**src/design/call_sig_pkg.sv**
```systemverilog
package call_sig_pkg;
   // timing
   localparam int CLK_NS        = 10;
   localparam int TICK_NS       = 1_000_000;
   localparam int PRESCALE_DEF  = TICK_NS / CLK_NS;
   localparam int SEL_TIMEOUT_S = 15;
   localparam int NET_TIMEOUT_S = 2;
   localparam int TICKS_PER_S   = 1_000_000_000 / TICK_NS;
   localparam int SEL_TICKS_DEF = SEL_TIMEOUT_S * TICKS_PER_S;
   localparam int NET_TICKS_DEF = NET_TIMEOUT_S * TICKS_PER_S;
   // register map
   localparam logic [7:0] ADDR_CTRL   = 8'h00;
   localparam logic [7:0] ADDR_IDENT  = 8'h04;
   localparam logic [7:0] ADDR_STATUS = 8'h08;
   localparam int CTRL_CLASS2  = 0;
   localparam int CTRL_TRANSIT = 1;
   localparam int CTRL_TOEN    = 2;
   localparam logic [2:0]  CTRL_RST  = 3'h4;
   localparam logic [15:0] IDENT_RST = 16'h0000;
   // status fields
   localparam int ST_STATE = 0;
   localparam int ST_DCNT  = 4;
   localparam int ST_XCNT  = 9;
   localparam int ST_PERR  = 16;
   localparam int ST_THRU  = 17;
   localparam int ST_TTD   = 18;
   localparam int ST_CLI   = 19;
   localparam int ST_TRANSIT_CONNECT_START  = 20;
   localparam int ST_BEXT  = 21;
   localparam int ST_BCP   = 22;
   // character coding, b1 in bit 0, A=0, Z=1
   localparam logic [2:0] COL3      = 3'h3;
   localparam logic [3:0] CODE_ZAZA = 4'hA;
   localparam logic [3:0] CODE_ZAZZ = 4'hB;
   localparam logic [3:0] CODE_ZZZA = 4'hE;
   localparam logic [3:0] CODE_ZZZZ = 4'hF;
   localparam logic [3:0] DIGIT_MAX = 4'h9;
   localparam logic [6:0] CH_CONFIRM = 7'h2A;
   localparam logic [6:0] CH_EOS1    = 7'h2B;
   localparam logic [6:0] CH_EXTADDR = 7'h2F;
   localparam logic [6:0] CH_ORIG    = 7'h06;
   localparam logic [4:0] MAX_NUM_DIGITS = 5'd14;
   localparam logic [5:0] MAX_EXT_DIGITS = 6'd32;
   localparam logic [1:0] IDENT_LAST     = 2'd3;
   localparam logic [7:0] CP_NONE = 8'h00;
   localparam logic [7:0] CP_FAIL = 8'h20;
   localparam logic [7:0] CP_CONG = 8'h61;

   typedef enum logic [3:0] {
      S_IDLE = 4'h0,
      S_SEL  = 4'h1,
      S_EXT  = 4'h2,
      S_CONF = 4'h3,
      S_NIS  = 4'h4,
      S_ID   = 4'h5,
      S_CPS  = 4'h6,
      S_CP1  = 4'h7,
      S_CP2  = 4'h8,
      S_CLR  = 4'h9,
      S_WNET = 4'hA,
      S_THRU = 4'hB
   } state_e;
endpackage : call_sig_pkg

```
**src/design/call_signalling.sv**
```systemverilog
// Function
// - class 1 characters use column 3, b7..b5 fixed at 0,1,1.
// - b8 gives even parity on class 1 characters; received parity checked.
// - forward digits 0..9 coded binary in b4..b1.
// - forward ZAZA ends selection for class 2, else through-connected.
// - forward ZAZZ ends calling line identity, may follow network code.
// - class 1 selection ends with character 2/11.
// - forward 0/6 is originating through-connection, 2/15 starts extension.
// - a bad first character releases the call, backward kept at start.
// - later errors answer confirm, ident, progress 20, then clearing.
// - selection unfinished 15 s after first character gives 20 and clear.
// - international number holds at most 14 digits.
// - extended address accepted up to 32 digits, not interpreted.
// - congestion at transit answers confirm, ident, progress 61, clear.
// - four ident digits always follow reception-confirmation.
// - transit waits 2 s for first network ident, else 20 and clear.
// - backward characters from later centres buffered and relayed intact.
// - backward digits 0..9 coded binary in b4..b1.
// - backward ZAZA introduces a two-digit call progress signal.
// - backward ZAZZ starts network identification, four ident digits follow.
// - backward ZZZA starts a transit through-connect signal.
// - backward ZZZZ announces a further backward character.
// - backward 2/10 is reception-confirmation.
module call_signalling
   import call_sig_pkg::*;
#(
   parameter int PRESCALE  = PRESCALE_DEF,
   parameter int SEL_TICKS = SEL_TICKS_DEF,
   parameter int NET_TICKS = NET_TICKS_DEF,
   parameter int DEPTH     = 8
) (
   input  wire logic        clk,           // system clock
   input  wire logic        sys_rst,       // sync reset, high
   input  wire logic [31:0] paddr,         // apb address
   input  wire logic        psel,          // apb select
   input  wire logic        penable,       // apb enable
   input  wire logic        pwrite,        // apb write
   input  wire logic [31:0] pwdata,        // apb write data
   output logic      [31:0] prdata,        // apb read data
   output logic             pready,        // apb ready
   output logic             pslverr,       // apb error
   input  wire logic        fwd_rx_valid,  // forward char strobe
   input  wire logic [7:0]  fwd_rx_char,   // forward char
   input  wire logic        congestion,    // reception-congestion seen
   input  wire logic        sub_rx_valid,  // backward char from later
   input  wire logic [7:0]  sub_rx_char,   // backward char from later
   output logic             sub_rx_ready,  // relay buffer has room
   output logic             bwd_tx_valid,  // backward char offered
   output logic      [7:0]  bwd_tx_char,   // backward char
   input  wire logic        bwd_tx_ready,  // backward char taken
   output logic             call_release,  // release pulse
   output logic             call_clear     // clearing pulse
);
   localparam int PW = $clog2(DEPTH);
   localparam int CW = $clog2(DEPTH + 1);

   typedef struct packed {
      state_e                 st;
      logic [7:0]             cause;
      logic [4:0]             dcnt;
      logic [5:0]             xcnt;
      logic [1:0]             idx;
      logic [31:0]            presc;
      logic [15:0]            tmr;
      logic [DEPTH-1:0][7:0]  mem;
      logic [PW-1:0]          wp;
      logic [PW-1:0]          rp;
      logic [CW-1:0]          cnt;
      logic [2:0]             ctrl;
      logic [15:0]            ident;
      logic                   perr;
      logic                   thru;
      logic                   transit_through_connected;
      logic                   cli;
      logic                   transit_connect_start;
      logic                   bext;
      logic                   bcp;
      logic                   tx_valid;
      logic [7:0]             tx_char;
      logic                   rel;
      logic                   clr;
      logic                   pready;
      logic                   pslverr;
      logic [31:0]            prdata;
      logic                   sub_ready;
   } state_s;

   state_s q, d;

   function automatic logic [7:0] enc(input logic [6:0] c);
      return {^c, c};
   endfunction : enc

   logic       class2, push, pop, tick, sel_to, net_to;
   logic [3:0] code;
   logic       good, digit, apb_acc;
   logic [6:0] och;
   logic [3:0] onib;

   always_comb begin
      d       = q;
      class2  = q.ctrl[CTRL_CLASS2];
      code    = fwd_rx_char[3:0];
      good    = class2 || (^fwd_rx_char == 1'b0);
      digit   = (class2 ? fwd_rx_char[7:4] == 4'h0
                 : fwd_rx_char[6:4] == COL3) && code <= DIGIT_MAX;
      push    = 1'b0;
      pop     = 1'b0;
      och     = 7'h00;
      onib    = 4'h0;
      d.rel   = 1'b0;
      d.clr   = 1'b0;
      // prescaled tick and supervision count
      tick    = q.presc == 32'(PRESCALE - 1);
      d.presc = tick ? 32'h0 : q.presc + 32'h1;
      if (tick) begin
         d.tmr = q.tmr + 16'h1;
      end
      sel_to  = q.tmr >= 16'(SEL_TICKS) && q.ctrl[CTRL_TOEN];
      net_to  = q.tmr >= 16'(NET_TICKS);

      // relay buffer fill, never overwrites
      if (sub_rx_valid && q.sub_ready) begin
         push                       = 1'b1;
         d.mem[q.wp]                = sub_rx_char;
         d.wp                       = q.wp + PW'(1);
         if (sub_rx_char[3:0] == CODE_ZZZA) begin
            d.transit_connect_start = 1'b1;
         end
         if (sub_rx_char[3:0] == CODE_ZZZZ) begin
            d.bext = 1'b1;
         end
         if (sub_rx_char[3:0] == CODE_ZAZA) begin
            d.bcp = 1'b1;
         end
      end

      // handshake completion on the backward path
      if (q.tx_valid && bwd_tx_ready) begin
         d.tx_valid = 1'b0;
      end

      case (q.st)
         S_IDLE: begin
            if (fwd_rx_valid) begin
               d.tmr   = 16'h0;
               d.dcnt  = 5'h0;
               d.xcnt  = 6'h0;
               d.cause = CP_NONE;
               {d.perr, d.thru, d.transit_through_connected, d.cli} = 4'h0;
               d.transit_connect_start = push && sub_rx_char[3:0] == CODE_ZZZA;
               d.bext = push && sub_rx_char[3:0] == CODE_ZZZZ;
               d.bcp  = push && sub_rx_char[3:0] == CODE_ZAZA;
               if (good && (class2 || fwd_rx_char[6:4] == COL3)) begin
                  d.st = S_SEL;
               end else begin
                  d.rel = 1'b1;
               end
            end
         end
         S_SEL, S_EXT: begin
            if (congestion && q.ctrl[CTRL_TRANSIT]) begin
               d.cause = CP_CONG;
               d.st    = S_CONF;
            end else if (fwd_rx_valid) begin
               if (!good) begin
                  d.perr  = 1'b1;
                  d.cause = CP_FAIL;
                  d.st    = S_CONF;
               end else if (q.st == S_EXT && digit
                            && q.xcnt < MAX_EXT_DIGITS) begin
                  d.xcnt = q.xcnt + 6'h1;
               end else if (q.st == S_SEL && digit
                            && q.dcnt < MAX_NUM_DIGITS) begin
                  d.dcnt = q.dcnt + 5'h1;
               end else if (class2 && fwd_rx_char == {4'h0, CODE_ZAZA}) begin
                  d.st = S_CONF;
               end else if (!class2 && fwd_rx_char[6:0] == CH_EOS1) begin
                  d.st = S_CONF;
               end else if (q.st == S_SEL && !class2
                            && fwd_rx_char[6:0] == {COL3, CODE_ZAZA}) begin
                  d.transit_through_connected = 1'b1;
               end else if (q.st == S_SEL && code == CODE_ZAZZ
                            && fwd_rx_char[6:4] == (class2 ? 3'h0 : COL3)
                            && q.dcnt >= 5'd4) begin
                  d.cli = 1'b1;
               end else if (q.st == S_SEL && !class2
                            && fwd_rx_char[6:0] == CH_ORIG) begin
                  d.thru = 1'b1;
               end else if (q.st == S_SEL && !class2
                            && fwd_rx_char[6:0] == CH_EXTADDR) begin
                  d.st = S_EXT;
               end else begin
                  d.cause = CP_FAIL;
                  d.st    = S_CONF;
               end
            end else if (sel_to) begin
               d.cause = CP_FAIL;
               d.st    = S_CONF;
            end
         end
         S_WNET, S_THRU: begin
            if (q.st == S_WNET && congestion && !q.tx_valid) begin
               d.cause = CP_CONG;
               d.st    = S_CPS;
            end else if (q.st == S_WNET && push
                         && (sub_rx_char[3:0] <= DIGIT_MAX
                             || sub_rx_char[3:0] == CODE_ZAZZ)) begin
               d.st = S_THRU;
            end else if (q.st == S_WNET && net_to && !q.tx_valid) begin
               d.cause = CP_FAIL;
               d.st    = S_CPS;
            end
            if (!q.tx_valid && q.cnt != CW'(0) && d.st != S_CPS) begin
               pop        = 1'b1;
               d.tx_valid = 1'b1;
               d.tx_char  = q.mem[q.rp];
               d.rp       = q.rp + PW'(1);
            end
         end
         S_CLR: begin
            d.clr = 1'b1;
            d.st  = S_IDLE;
         end
         default: begin
            d.st = S_IDLE;
         end
      endcase

      // own backward characters, one state per character except S_ID, which sends all four ident digits
      case (q.st)
         S_CONF: och = CH_CONFIRM;
         S_NIS:  onib = CODE_ZAZZ;
         S_ID:   onib = q.ident[4'(12 - 4 * q.idx) +: 4];
         S_CPS:  onib = CODE_ZAZA;
         S_CP1:  onib = q.cause[7:4];
         S_CP2:  onib = q.cause[3:0];
         default: onib = 4'h0;
      endcase
      if (q.st >= S_CONF && q.st <= S_CP2) begin
         d.st = q.st;
         if (!q.tx_valid) begin
            d.tx_valid = 1'b1;
            d.tx_char  = q.st == S_CONF ? enc(och)
                       : class2 ? {4'h0, onib}
                       : enc({COL3, onib});
         end else if (bwd_tx_ready) begin
            case (q.st)
               S_CONF: d.st = S_NIS;
               S_NIS:  d.st = S_ID;
               S_ID: begin
                  d.idx = q.idx + 2'h1;
                  if (q.idx == IDENT_LAST) begin
                     d.tmr = 16'h0;
                     d.st  = q.cause != CP_NONE ? S_CPS
                           : q.ctrl[CTRL_TRANSIT] ? S_WNET : S_THRU;
                  end
               end
               S_CPS:  d.st = S_CP1;
               S_CP1:  d.st = S_CP2;
               default: d.st = S_CLR;
            endcase
         end
      end

      if (push && !pop) begin
         d.cnt = q.cnt + CW'(1);
      end else if (pop && !push) begin
         d.cnt = q.cnt - CW'(1);
      end
      d.sub_ready = d.cnt < CW'(DEPTH);

      // apb slave, no wait states
      apb_acc   = psel && penable && q.pready;
      d.pready  = psel && !penable && !q.pready;
      d.pslverr = 1'b0;
      if (psel && !penable && !q.pready) begin
         d.prdata = 32'h0;
         case (paddr[7:0])
            ADDR_CTRL:   d.prdata = {29'h0, q.ctrl};
            ADDR_IDENT:  d.prdata = {16'h0, q.ident};
            ADDR_STATUS: begin
               d.prdata[ST_STATE +: 4] = q.st;
               d.prdata[ST_DCNT +: 5]  = q.dcnt;
               d.prdata[ST_XCNT +: 6]  = q.xcnt;
               d.prdata[ST_PERR]       = q.perr;
               d.prdata[ST_THRU]       = q.thru;
               d.prdata[ST_TTD]        = q.transit_through_connected;
               d.prdata[ST_CLI]        = q.cli;
               d.prdata[ST_TRANSIT_CONNECT_START]       = q.transit_connect_start;
               d.prdata[ST_BEXT]       = q.bext;
               d.prdata[ST_BCP]        = q.bcp;
            end
            default: d.pslverr = 1'b1;
         endcase
         if (paddr[31:8] != 24'h0) begin
            d.pslverr = 1'b1;
         end
      end
      if (apb_acc && pwrite && !q.pslverr) begin
         if (paddr[7:0] == ADDR_CTRL) begin
            d.ctrl = pwdata[2:0];
         end
         if (paddr[7:0] == ADDR_IDENT) begin
            d.ident = pwdata[15:0];
         end
      end
   end

   always_ff @(posedge clk) begin
      if (sys_rst) begin
         q       <= '0;
         q.st    <= S_IDLE;
         q.ctrl  <= CTRL_RST;
         q.ident <= IDENT_RST;
      end else begin
         q <= d;
      end
   end

   assign prdata       = q.prdata;
   assign pready       = q.pready;
   assign pslverr      = q.pslverr;
   assign sub_rx_ready = q.sub_ready;
   assign bwd_tx_valid = q.tx_valid;
   assign bwd_tx_char  = q.tx_char;
   assign call_release = q.rel;
   assign call_clear   = q.clr;

   logic own;
   assign own = q.st >= S_NIS && q.st <= S_CP2;
endmodule : call_signalling

```
**config.mk**
```make
export PLATFORM = sky130hd
export DESIGN_NAME = call_signalling
export DESIGN_NICKNAME = d
export VERILOG_FILES = /design/src/design/call_sig_pkg.sv /design/src/design/call_signalling.sv
export SDC_FILE = /design/constraint.sdc
export NUM_CORES = 1
export LEC_CHECK = 0
export ABC_AREA = 0
export BUFFER_PORTS_ARGS = -buffer_cell sky130_fd_sc_hd__buf_2
export CORE_UTILIZATION = 45
export DETAILED_ROUTE_END_ITERATION = 7
export GPL_ROUTABILITY_DRIVEN = 1
export HOLD_SLACK_MARGIN = 0.06
export PLACE_DENSITY = 0.63
export SYNTH_ARGS = -nofsm -noshare
export SYNTH_HDL_FRONTEND = slang
export SYNTH_SLANG_ARGS = --single-unit
```
**constraint.sdc**
```tcl
create_clock -name clk -period 7.7 [get_ports clk]
set_input_delay 1.54 -clock clk [delete_from_list [all_inputs] [get_ports clk]]
set_output_delay 1.54 -clock clk [all_outputs]
set_load 0.05 [all_outputs]
```
# Word level (Yosys, flattened, before mapping)
# Cells that the tools add are included.
dict set report totals {
  register_bits 210
  latchBits 0
  ram_bits 0
  romBits 0
  inputBits 89
  out_inout_bits 46
  wordCells 302
  n_memories 0
}
dict set report op_classes {
  n_addsub 10
  n_mul 0
  n_div 0
  magnitude_cmp 13
  n_eq_ne 66
  n_shift 1
  muxes 94
  bitwise_logic 4
  reduce_logical 79
}
# cell count
set op_table {}
lappend op_table {{12-bit two-way mux} 11}
lappend op_table {{16-bit two-way mux} 8}
lappend op_table {{64-bit bitwise mux} 1}
lappend op_table {{8-bit two-way mux} 8}
lappend op_table {{4-bit two-way mux} 13}
lappend op_table {{5-bit inequality test, second input constant} 9}
lappend op_table {{15-bit one-hot mux with 3 select lines} 1}
lappend op_table {{1-bit logical AND} 40}
lappend op_table {{4-bit one-hot mux with 5 select lines} 2}
lappend op_table {{4-bit equality test, second input constant} 9}
lappend op_table {{9-bit two-way mux} 4}
lappend op_table {{2-bit inequality test, second input constant} 18}
lappend op_table {{11-bit two-way mux} 3}
lappend op_table {{32-bit by 1-bit adder with 32-bit output, second input constant} 1}
lappend op_table {{32-bit by 17-bit equality test with 1-bit output, second input constant} 1}
lappend op_table {{8-bit binary-select mux with 3-bit select} 1}
lappend op_table {{8-bit demux with 3-bit select} 1}
lappend op_table {{8-bit inequality test, second input constant} 3}
lappend op_table {{8-bit one-hot mux with 3 select lines} 1}
lappend op_table {{24-bit nonzero test} 1}
lappend op_table {{23-bit two-way mux} 1}
lappend op_table {{1-bit two-way mux} 22}
lappend op_table {{11-bit one-hot mux with 2 select lines} 1}
lappend op_table {{11-bit AND reduction} 2}
lappend op_table {{other kinds (62)} 105}

# Logic depth before layout (Yosys ltp)
# Gate-level depths: netlist of run 1.
dict set report logic_depth {
  ltp_word 16
  mapped_depth 14
  ltp_nobuf 13
}

# Worst setup path before layout of run 1
# Ideal clock, no wire load.
dict set report synth_timing {
  path_kind {input-to-reg}
  from {input port congestion}
  to {register q[75] (netlist name)}
  t_arrival_ps 3600
  t_required_ps 7572
  path_slack_ps 3973
  path_stages 11
  path_buffers 0
  path_cell_list {or4_1 a2111o_1 nand4_2 nand2_1 ha_1 or4_1 nand2_1 o21ai_0 o21a_1 mux2i_1 nor2_1}
}
dict set report synth_between {
  elab_chain_len 11
  elab_cells_between_ends 13
  classes_between {1 x eq/ne; 6 x mux; 6 x reduce/logical}
}
# item line_no
set synth_rtl {}
lappend synth_rtl {{start, declared} call_signalling.sv:44} ;# input wire logic congestion,
lappend synth_rtl {{1-bit logical AND (*) (2 in series)} call_signalling.sv:203} ;# if (q.st == S_WNET && congestion && !q.tx_valid) begin
lappend synth_rtl {{12-bit two-way mux (*)} call_signalling.sv:203}
lappend synth_rtl {{12-bit two-way mux (*)} call_signalling.sv:143} ;# case (q.st)
lappend synth_rtl {{4-bit by 3-bit inequality test with 1-bit output (*)} call_signalling.sv:214} ;# if (!q.tx_valid && q.cnt != CW'(0) && d.st != S_CPS) begin
lappend synth_rtl {{1-bit logical AND (*)} call_signalling.sv:214}
lappend synth_rtl {{1-bit two-way mux (*)} call_signalling.sv:214}
lappend synth_rtl {{1-bit two-way mux (*)} call_signalling.sv:143}
lappend synth_rtl {{1-bit logical AND / 1-bit zero test (equally long branches)} {call_signalling.sv:268, call_signalling.sv:266}}
lappend synth_rtl {{4-bit two-way mux / 1-bit logical AND (equally long branches)} {call_signalling.sv:268, call_signalling.sv:266}}
lappend synth_rtl {{4-bit two-way mux (*)} call_signalling.sv:266} ;# if (push && !pop) begin
lappend synth_rtl {{end, declared} call_signalling.sv:88} ;# state_s q, d;
# Mark *: on every way between the ends. The rest lies on a longest branch, timed or not. The select of a mux whose other input is x is not followed.
# A chain may end at the register's enable or synchronous reset.

# Worst setup path after layout of run 1
dict set report layout_timing {
  from {input port congestion}
  to {register q, in the netlist sub_rx_ready}
}
dict set report layout_between {
  elab_chain_len 12
  elab_cells_between_ends 14
  classes_between {1 x order compare; 1 x eq/ne; 6 x mux; 6 x reduce/logical}
}
# item line_no
set layout_rtl {}
lappend layout_rtl {{1-bit logical AND (*) (2 in series)} call_signalling.sv:203}
lappend layout_rtl {{12-bit two-way mux (*)} call_signalling.sv:203}
lappend layout_rtl {{12-bit two-way mux (*)} call_signalling.sv:143}
lappend layout_rtl {{4-bit by 3-bit inequality test with 1-bit output (*)} call_signalling.sv:214}
lappend layout_rtl {{1-bit logical AND (*)} call_signalling.sv:214}
lappend layout_rtl {{1-bit two-way mux (*)} call_signalling.sv:214}
lappend layout_rtl {{1-bit two-way mux (*)} call_signalling.sv:143}
lappend layout_rtl {{1-bit logical AND / 1-bit zero test (equally long branches)} {call_signalling.sv:268, call_signalling.sv:266}}
lappend layout_rtl {{4-bit two-way mux / 1-bit logical AND (equally long branches)} {call_signalling.sv:268, call_signalling.sv:266}}
lappend layout_rtl {{4-bit two-way mux (*)} call_signalling.sv:266}
lappend layout_rtl {{4-bit less-than comparator (*)} call_signalling.sv:271} ;# d.sub_ready = d.cnt < CW'(DEPTH);
# Marks and branches as above.

==> flow_summary.ini, run 1 <==
[run_status]
status = complete, no violations

[drt]
wl_met1_um = 11480
routed_wl_um = 24680
drcViolationCount = 0
wire_per_inst_um = 16.46
met2_length_um = 11620
ant_nets = 0
drt-pass1-iter-count = 5
top_layer = met4
dr_wl_met3_um = 996
num_vias = 8317
first_iter_violations = 427
routed_via_density = 5.548

[placement]
placed_cells = 1458
io_buffers = 109
gp_congestion = 0.8401
dp_hpwl_um = 17090

[yosys]
yosysWarnings = 0
seq_area_frac_synth_pct = 38.98
async_flop_share_pct = 0
synth-seq-cells = 204
synthDistinctLibCells = 82
synth_cells = 1160
netlist_area_mm2 = 0.01048
synth-edff-count = 0
syn_area_per_cell_um2 = 9.032
ys.flop_type = dfxtp_1

[critical_path]
r2r_cells = 9
worst-path-max-fanout = 10
timing.rr.start = q[218]$_SDFFE_PP0P_
regToRegSetupSlack_ns = 4.23
worstPathRequired_ns = 8.10
cpMaxStageDelayCell = or4_1
worstSetupEndpointType = register
worstSetupPathType = input port to register
path_cells = buf_2 -> or4_1 -> a2111o_1 -> nand4_2 -> nand2_1 -> ha_1 -> or4_1 -> nand2_1 -> o21ai_0 -> o21a_1 -> a211oi_1
rr_endpoint = sub_rx_ready$_SDFF_PP0_
critPathLaunchType = input port
arrival_ns = 4.16
critPathMaxStageDelay_ns = 0.42

[clocking]
cts_setup_buffers = 0
cts_tree = done
cts_inserted_buffers = 23
cts_resized = 0
cts-root-buf = clkbuf_16
numClockSinks = 204
clock_latency_ns = 0.50
clk_path_buf_depth = 3
clk_pin_slew_worst_paths_ns = 0.06
h-tree-depth = 1
hold_buffers = 0

[floorplan]
rows = 55
die_w_um = 154.6
die-area_mm2 = 0.02390
start_util_pct = 46.14
die_h_um = 154.6
ios = 135
fp.coreArea_mm2 = 0.02271

[power_and_ir_drop]
ir_drop_uv = 124.3
p_sw_uw = 565.5
p_leak_nw = 4.383
power_frac_seq_pct = 44.9
combPwrFrac_pct = 7.8
swShare_pct = 23.59
power_density_mw_per_mm2 = 206.3
power_frac_clock_pct = 47.3
p_int_mw = 1.832

[finish]
layout_common_cells = 204 x dfxtp_1, 192 x nor2_1, 108 x buf_2
area_delta_synth_final_pct = 10.93
nets = 1310
fin_cells = 1499
drive_above_1_share_pct = 17.05
fill_cells = 2180
n_antenna_cell = 0
layout_commonest_cell = dfxtp_1

[global_route]
grt_max_degree = 88
grt_usage_pct = 20.63
grt_pass1_wl_um = 40120
grt-ovfl-total = 0
antenna_found_initial = 0
grt_pass1_vias = 7710

[timing]
period_share_pct = 48.74
slew_headroom_pct = 18.40
rsz0062_at_grt = false
tightest_slew_ns = 1.219
tns_ns = 0
post-route-min-period_ns = 3.753
fmax_mhz = 266.5
slew_violations = 0
setup_viol = 0
clock_skew_ns = 0.007751
hold_violations = 0

[flow_run]
cap_viol_max_count = 0

[worst_hold_path]
min_to = prdata[15]$_SDFFE_PP0P_
hp-start = prdata[15]$_SDFFE_PP0P_
min_path_cells = 2
hp-class = register to register
==> cell usage after synthesis (23+ instances only) <==
cell	n	area share (%)
buf_4	43	3.1
dfxtp_1	204	39
xor2_1	25	2.1
clkbuf_1	45	1.6
nand2_1	67	2.4
inv_1	35	1.3
nor2_1	192	6.9
o21ai_0	23	1.1
nand3_1	29	1.4
xnor2_1	26	2.2
ha_1	23	2.7
mux2i_1	93	8.9
a21oi_1	41	2.0
==> power groups by stage <==
| stage | combinational (mW) | clock, mW | sequential (mW) |
|---|---|---|---|
| floorplan | 0.136 | 0 | 1.10 |
| global placement | 0.185 | 0 | 1.10 |
| detailed placement | 0.186 | 0 | 1.10 |
| CTS | 0.187 | 1.16 | 1.08 |
| global route | 0.204 | 1.20 | 1.08 |
| finish | 0.187 | 1.13 | 1.08 |
==> layer usage <==
metal	global-route usage [%]	vias to the layer above
li1	-	4152
met1	27.72	3945
met2	34.69	187
met3	2.746	33
met4	5.658	0
met5	0	-
==> critical path, delay by kind of cell <==
family	cells	cell delay, ns
and+or+nand+nor	5	1.33
buffers and inverters	1	0.15
adders and majority gates	1	0.33
AOI/OAI and AO/OA	4	0.79
==> sequential cells by signal, indices dropped and copies added (netlist names) <==
signal        count
bwd_tx_valid      1
sub_rx_ready      1
bwd_tx_char       8
pready            1
call_clear        1
class2            1
call_release      1
prdata           23
pslverr           1
q               166
==> through the flow <==
stage | setup WS, ns | utilization [%] | area [µm²] | power, mW | hold WS [ns]
global route | 3.756 | 51.18 | 11620 | 2.483 | 0.4749
detailed placement | 3.485 | 47.76 | 10850 | 1.285 | 0.4440
finish | 3.947 | 51.18 | 11620 | 2.397 | 0.4507
floorplan | 3.973 | - | 10510 | 1.237 | 0.4298
global placement | 3.492 | 47.76 | 10850 | 1.284 | 0.4372
CTS | 3.962 | 51.18 | 11620 | 2.421 | 0.4503
==> cell type report <==
class | instances | area, µm² | share of cell area (%)
Sequential cell | 204 | 4084 | 35.14
Clock buffer | 30 | 621.8 | 5.350
Multi-Input combinational cell | 818 | 5677 | 48.84
Timing Repair Buffer | 115 | 593.1 | 5.103
Inverter | 36 | 135.1 | 1.163
Tap cell | 285 | 356.6 | 3.068
Clock inverter | 11 | 155.1 | 1.335
==> how the worst max path moves through the flow <==
stage / endpoint / slack, ns / startpoint
after floorplan: q[75]$_SDFFE_PP0P_ / 3.97 / congestion
after global placement: q[75]$_SDFFE_PP0P_ / 3.49 / congestion
after detailed placement: q[75]$_SDFFE_PP0P_ / 3.49 / congestion
after CTS: sub_rx_ready$_SDFF_PP0_ / 3.96 / congestion
after global routing: q[74]$_SDFFE_PP0P_ / 3.76 / sub_rx_valid
final: sub_rx_ready$_SDFF_PP0_ / 3.95 / congestion
==> cells by family after synthesis <==
logic type / share of synthesized area, %
compound gates: 12.40
buf+inv: 7.153
mux: 13.51
other cells: 0.03579
simple gates: 20.92
xor+xnor: 4.263
flops: 38.98
fa+ha+maj: 2.747
No activity file was read; power rests on OpenSTA's default activity.
==> run 2, diff against run 1 <==
Settings changed: ABC_AREA 0 to 1, PLACE_DENSITY 0.63 to 0.65.
Clock period 7.7 ns to 3.2 ns, I/O delays scaled along.
==> run 2 against run 1 <==
  * Final area up 6.2%
  * Sequential share of layout area is 2.1 points lower
  * Count of clock-buffer cells in the layout is 7 higher
  * Clock skew rose by 0.012 ns
  * Synthesized cell count rose by 45%
  * First-iteration DRC count grew 94%
  * Critical path depth grew 4
  * Register-to-register slack worse by 3.5 ns
  * Combinational power grew to 8.1 times the previous value
  * Sequential power grew to 2.6 times the previous value
==> flow_summary.ini, run 2 <==
[yosys]
ys.flop_type = dfxtp_1
synth_cells = 1684
synth_compound_area_share_pct = 15.47
synth-edff-count = 0
synth.top_cells.by_count = 390 x nand2_1, 301 x nor2_1, 204 x dfxtp_1, 150 x inv_1, 140 x a21oi_1
synth_top_area_share_pct = 37.05
async_flop_share_pct = 0
synth.largest_area_cell = dfxtp_1
netlist_area_mm2 = 0.01102
synthDistinctLibCells = 51
synth-simple-area-share_pct = 32.93
synth.most_common_cell = nand2_1
synthAdderAreaFrac_pct = 2.611
synthXorXnorAreaFrac_pct = 1.510
yosysWarnings = 0
synth-seq-cells = 204
seq_area_frac_synth_pct = 37.05
synth_top_family_by_area = simple AND/OR/NAND/NOR gates
synthMuxAreaShare_pct = 0
syn_area_per_cell_um2 = 6.546
synth_area_leaders = dfxtp_1 37%, nand2_1 13%, nor2_1 10%

[timing]
fmax_mhz = 398.5
tightest_slew_ns = 1.006
slew_headroom_pct = 32.87
rsz0062_at_grt = false
period_share_pct = 78.43
slew_violations = 0
clock_skew_ns = 0.02006
hold_violations = 0
setup_viol = 0
post-route-min-period_ns = 2.510
tns_ns = 0
hold_ws_ns = 0.3580

[flow_run]
cap_viol_max_count = 0

[drt]
routed_wl_um = 28880
drt-pass1-iter-count = 5
drcViolationCount = 0
ant_nets = 0
routed_via_density = 5.099
num_vias = 10626
first_iter_violations = 828
wire_per_inst_um = 13.86

[finish]
nets = 1863
area_delta_synth_final_pct = 11.99
top_register = q
layout_commonest_cell = nand2_1
layout_common_cells = 390 x nand2_1, 301 x nor2_1, 204 x dfxtp_1
largest_reg_flops = 166
drive_above_1_share_pct = 11.56

[global_route]
grt_max_degree = 56
grt_pass1_wl_um = 46710
antenna_found_initial = 1
grt-ovfl-total = 0
grt_usage_pct = 22.98
grt_pass1_vias = 9602

[placement]
gp_congestion = 0.9219
io_buffers = 109
dp_hpwl_um = 21380

[run_status]
status = complete, no violations

[floorplan]
rows = 56
die_h_um = 158.5
die_w_um = 158.5
start_util_pct = 46.41
die-area_mm2 = 0.02513
fp.coreArea_mm2 = 0.02375
ios = 135

[power_and_ir_drop]
p_leak_nw = 5.206
power_density_mw_per_mm2 = 550.6
ir_drop_uv = 411.9

[clocking]
cts_tree = done
clk_pin_slew_worst_paths_ns = 0.06
cts-root-buf = clkbuf_16
h-tree-depth = 1
clock_latency_ns = 0.53
cts_setup_buffers = 0
numClockSinks = 204
cts_inserted_buffers = 23
hold_buffers = 0
cts_resized = 0
clk_path_buf_depth = 3

[critical_path]
worst-path-max-fanout = 12
arrival_ns = 2.99
worstPathRequired_ns = 3.68
worstSetupEndpointType = register
worstSetupPathType = register to register
critPathLaunchType = register

[worst_hold_path]
hp-class = input port to register
## run 2: changes by cell type after synthesis, sizes merged, moves of 20 or more
cell and delta:
inv +123, nor2 +115, mux2i -93, o21ai +103, nand3 +51, xnor2 -20, a21oi +101, nand2 +327
## run 2: final cells by class
class	count	area, µm²
Clock buffer	37	688.2
Antenna cell	1	2.502
Tap cell	319	399.1
Timing Repair Buffer	131	710.7
Multi-Input combinational cell	1228	5828
Sequential cell	204	4084
Fill cell	2396	11410
Inverter	163	611.8
Clock inverter	1	20.02
## run 2: cells by family (layout without fill, tap and decap cells)
group | after synthesis | in the layout
fa+ha+maj | 23 | 23
compound gates | 309 | 309
flops | 204 | 204
simple gates | 868 | 868
other cells | 1 | 10
buf+inv | 260 | 332
xor+xnor | 19 | 19
## run 2: path summary, 6_finish.rpt
path / from / end / slack (ns) / cells after the start
max: q[217]$_SDFFE_PP0P_ / q[75]$_SDFFE_PP0P_ / 0.69 / 15
min: pwdata[15] / q[68]$_SDFFE_PP0P_ / 0.36 / 3
max reg2reg: q[217]$_SDFFE_PP0P_ / q[75]$_SDFFE_PP0P_ / 0.69 / 15
min reg2reg: q[162]$_SDFF_PP0_ / q[162]$_SDFF_PP0_ / 0.45 / 1
## run 2: critical path, stage by stage, from the launching register on
cell and delay, ns:
dfxtp_1 0.34, inv_1 0.17, nand2_1 0.16, nor2_1 0.22, inv_2 0.10, a311oi_4 0.19, buf_4 0.23, nand2_2 0.19
inv_1 0.14, ha_1 0.15, inv_1 0.05, nor2_1 0.12, inv_1 0.07, o22ai_1 0.18, o21ai_0 0.10, inv_1 0.05
## run 2: routing by layer
layer	global-route usage, %	up-vias	wire (µm)
met4	4.258	0	410
li1	-	5523	-
met3	3.947	34	1798
met5	0	-	0
met1	31.90	4785	13900
met2	37.45	284	12770
## run 2: through the flow
stage | instances | power, mW | instance area (µm²) | setup slack [ns] | utilization, %
finish | 2084 | 6.797 | 12340 | 0.6903 | 51.97
global route | 2083 | 7.143 | 12340 | 0.3838 | 51.96
CTS | 2083 | 6.835 | 12340 | 0.7072 | 51.96
detailed placement | 2045 | 4.318 | 11630 | 0.4215 | 48.98
floorplan | 1692 | 3.964 | 11050 | 0.7777 | -
global placement | 2045 | 4.302 | 11630 | 0.4357 | 48.98
## run 2: where the power goes
part | switching, mW | total, mW | internal [mW] | leakage (nW)
Combinational | 1.06 | 1.51 | 0.443 | 3.21
Clock | 1.05 | 2.51 | 1.46 | 0.346
Sequential | 0.112 | 2.77 | 2.66 | 1.65
Total | 2.23 | 6.80 | 4.57 | 5.21
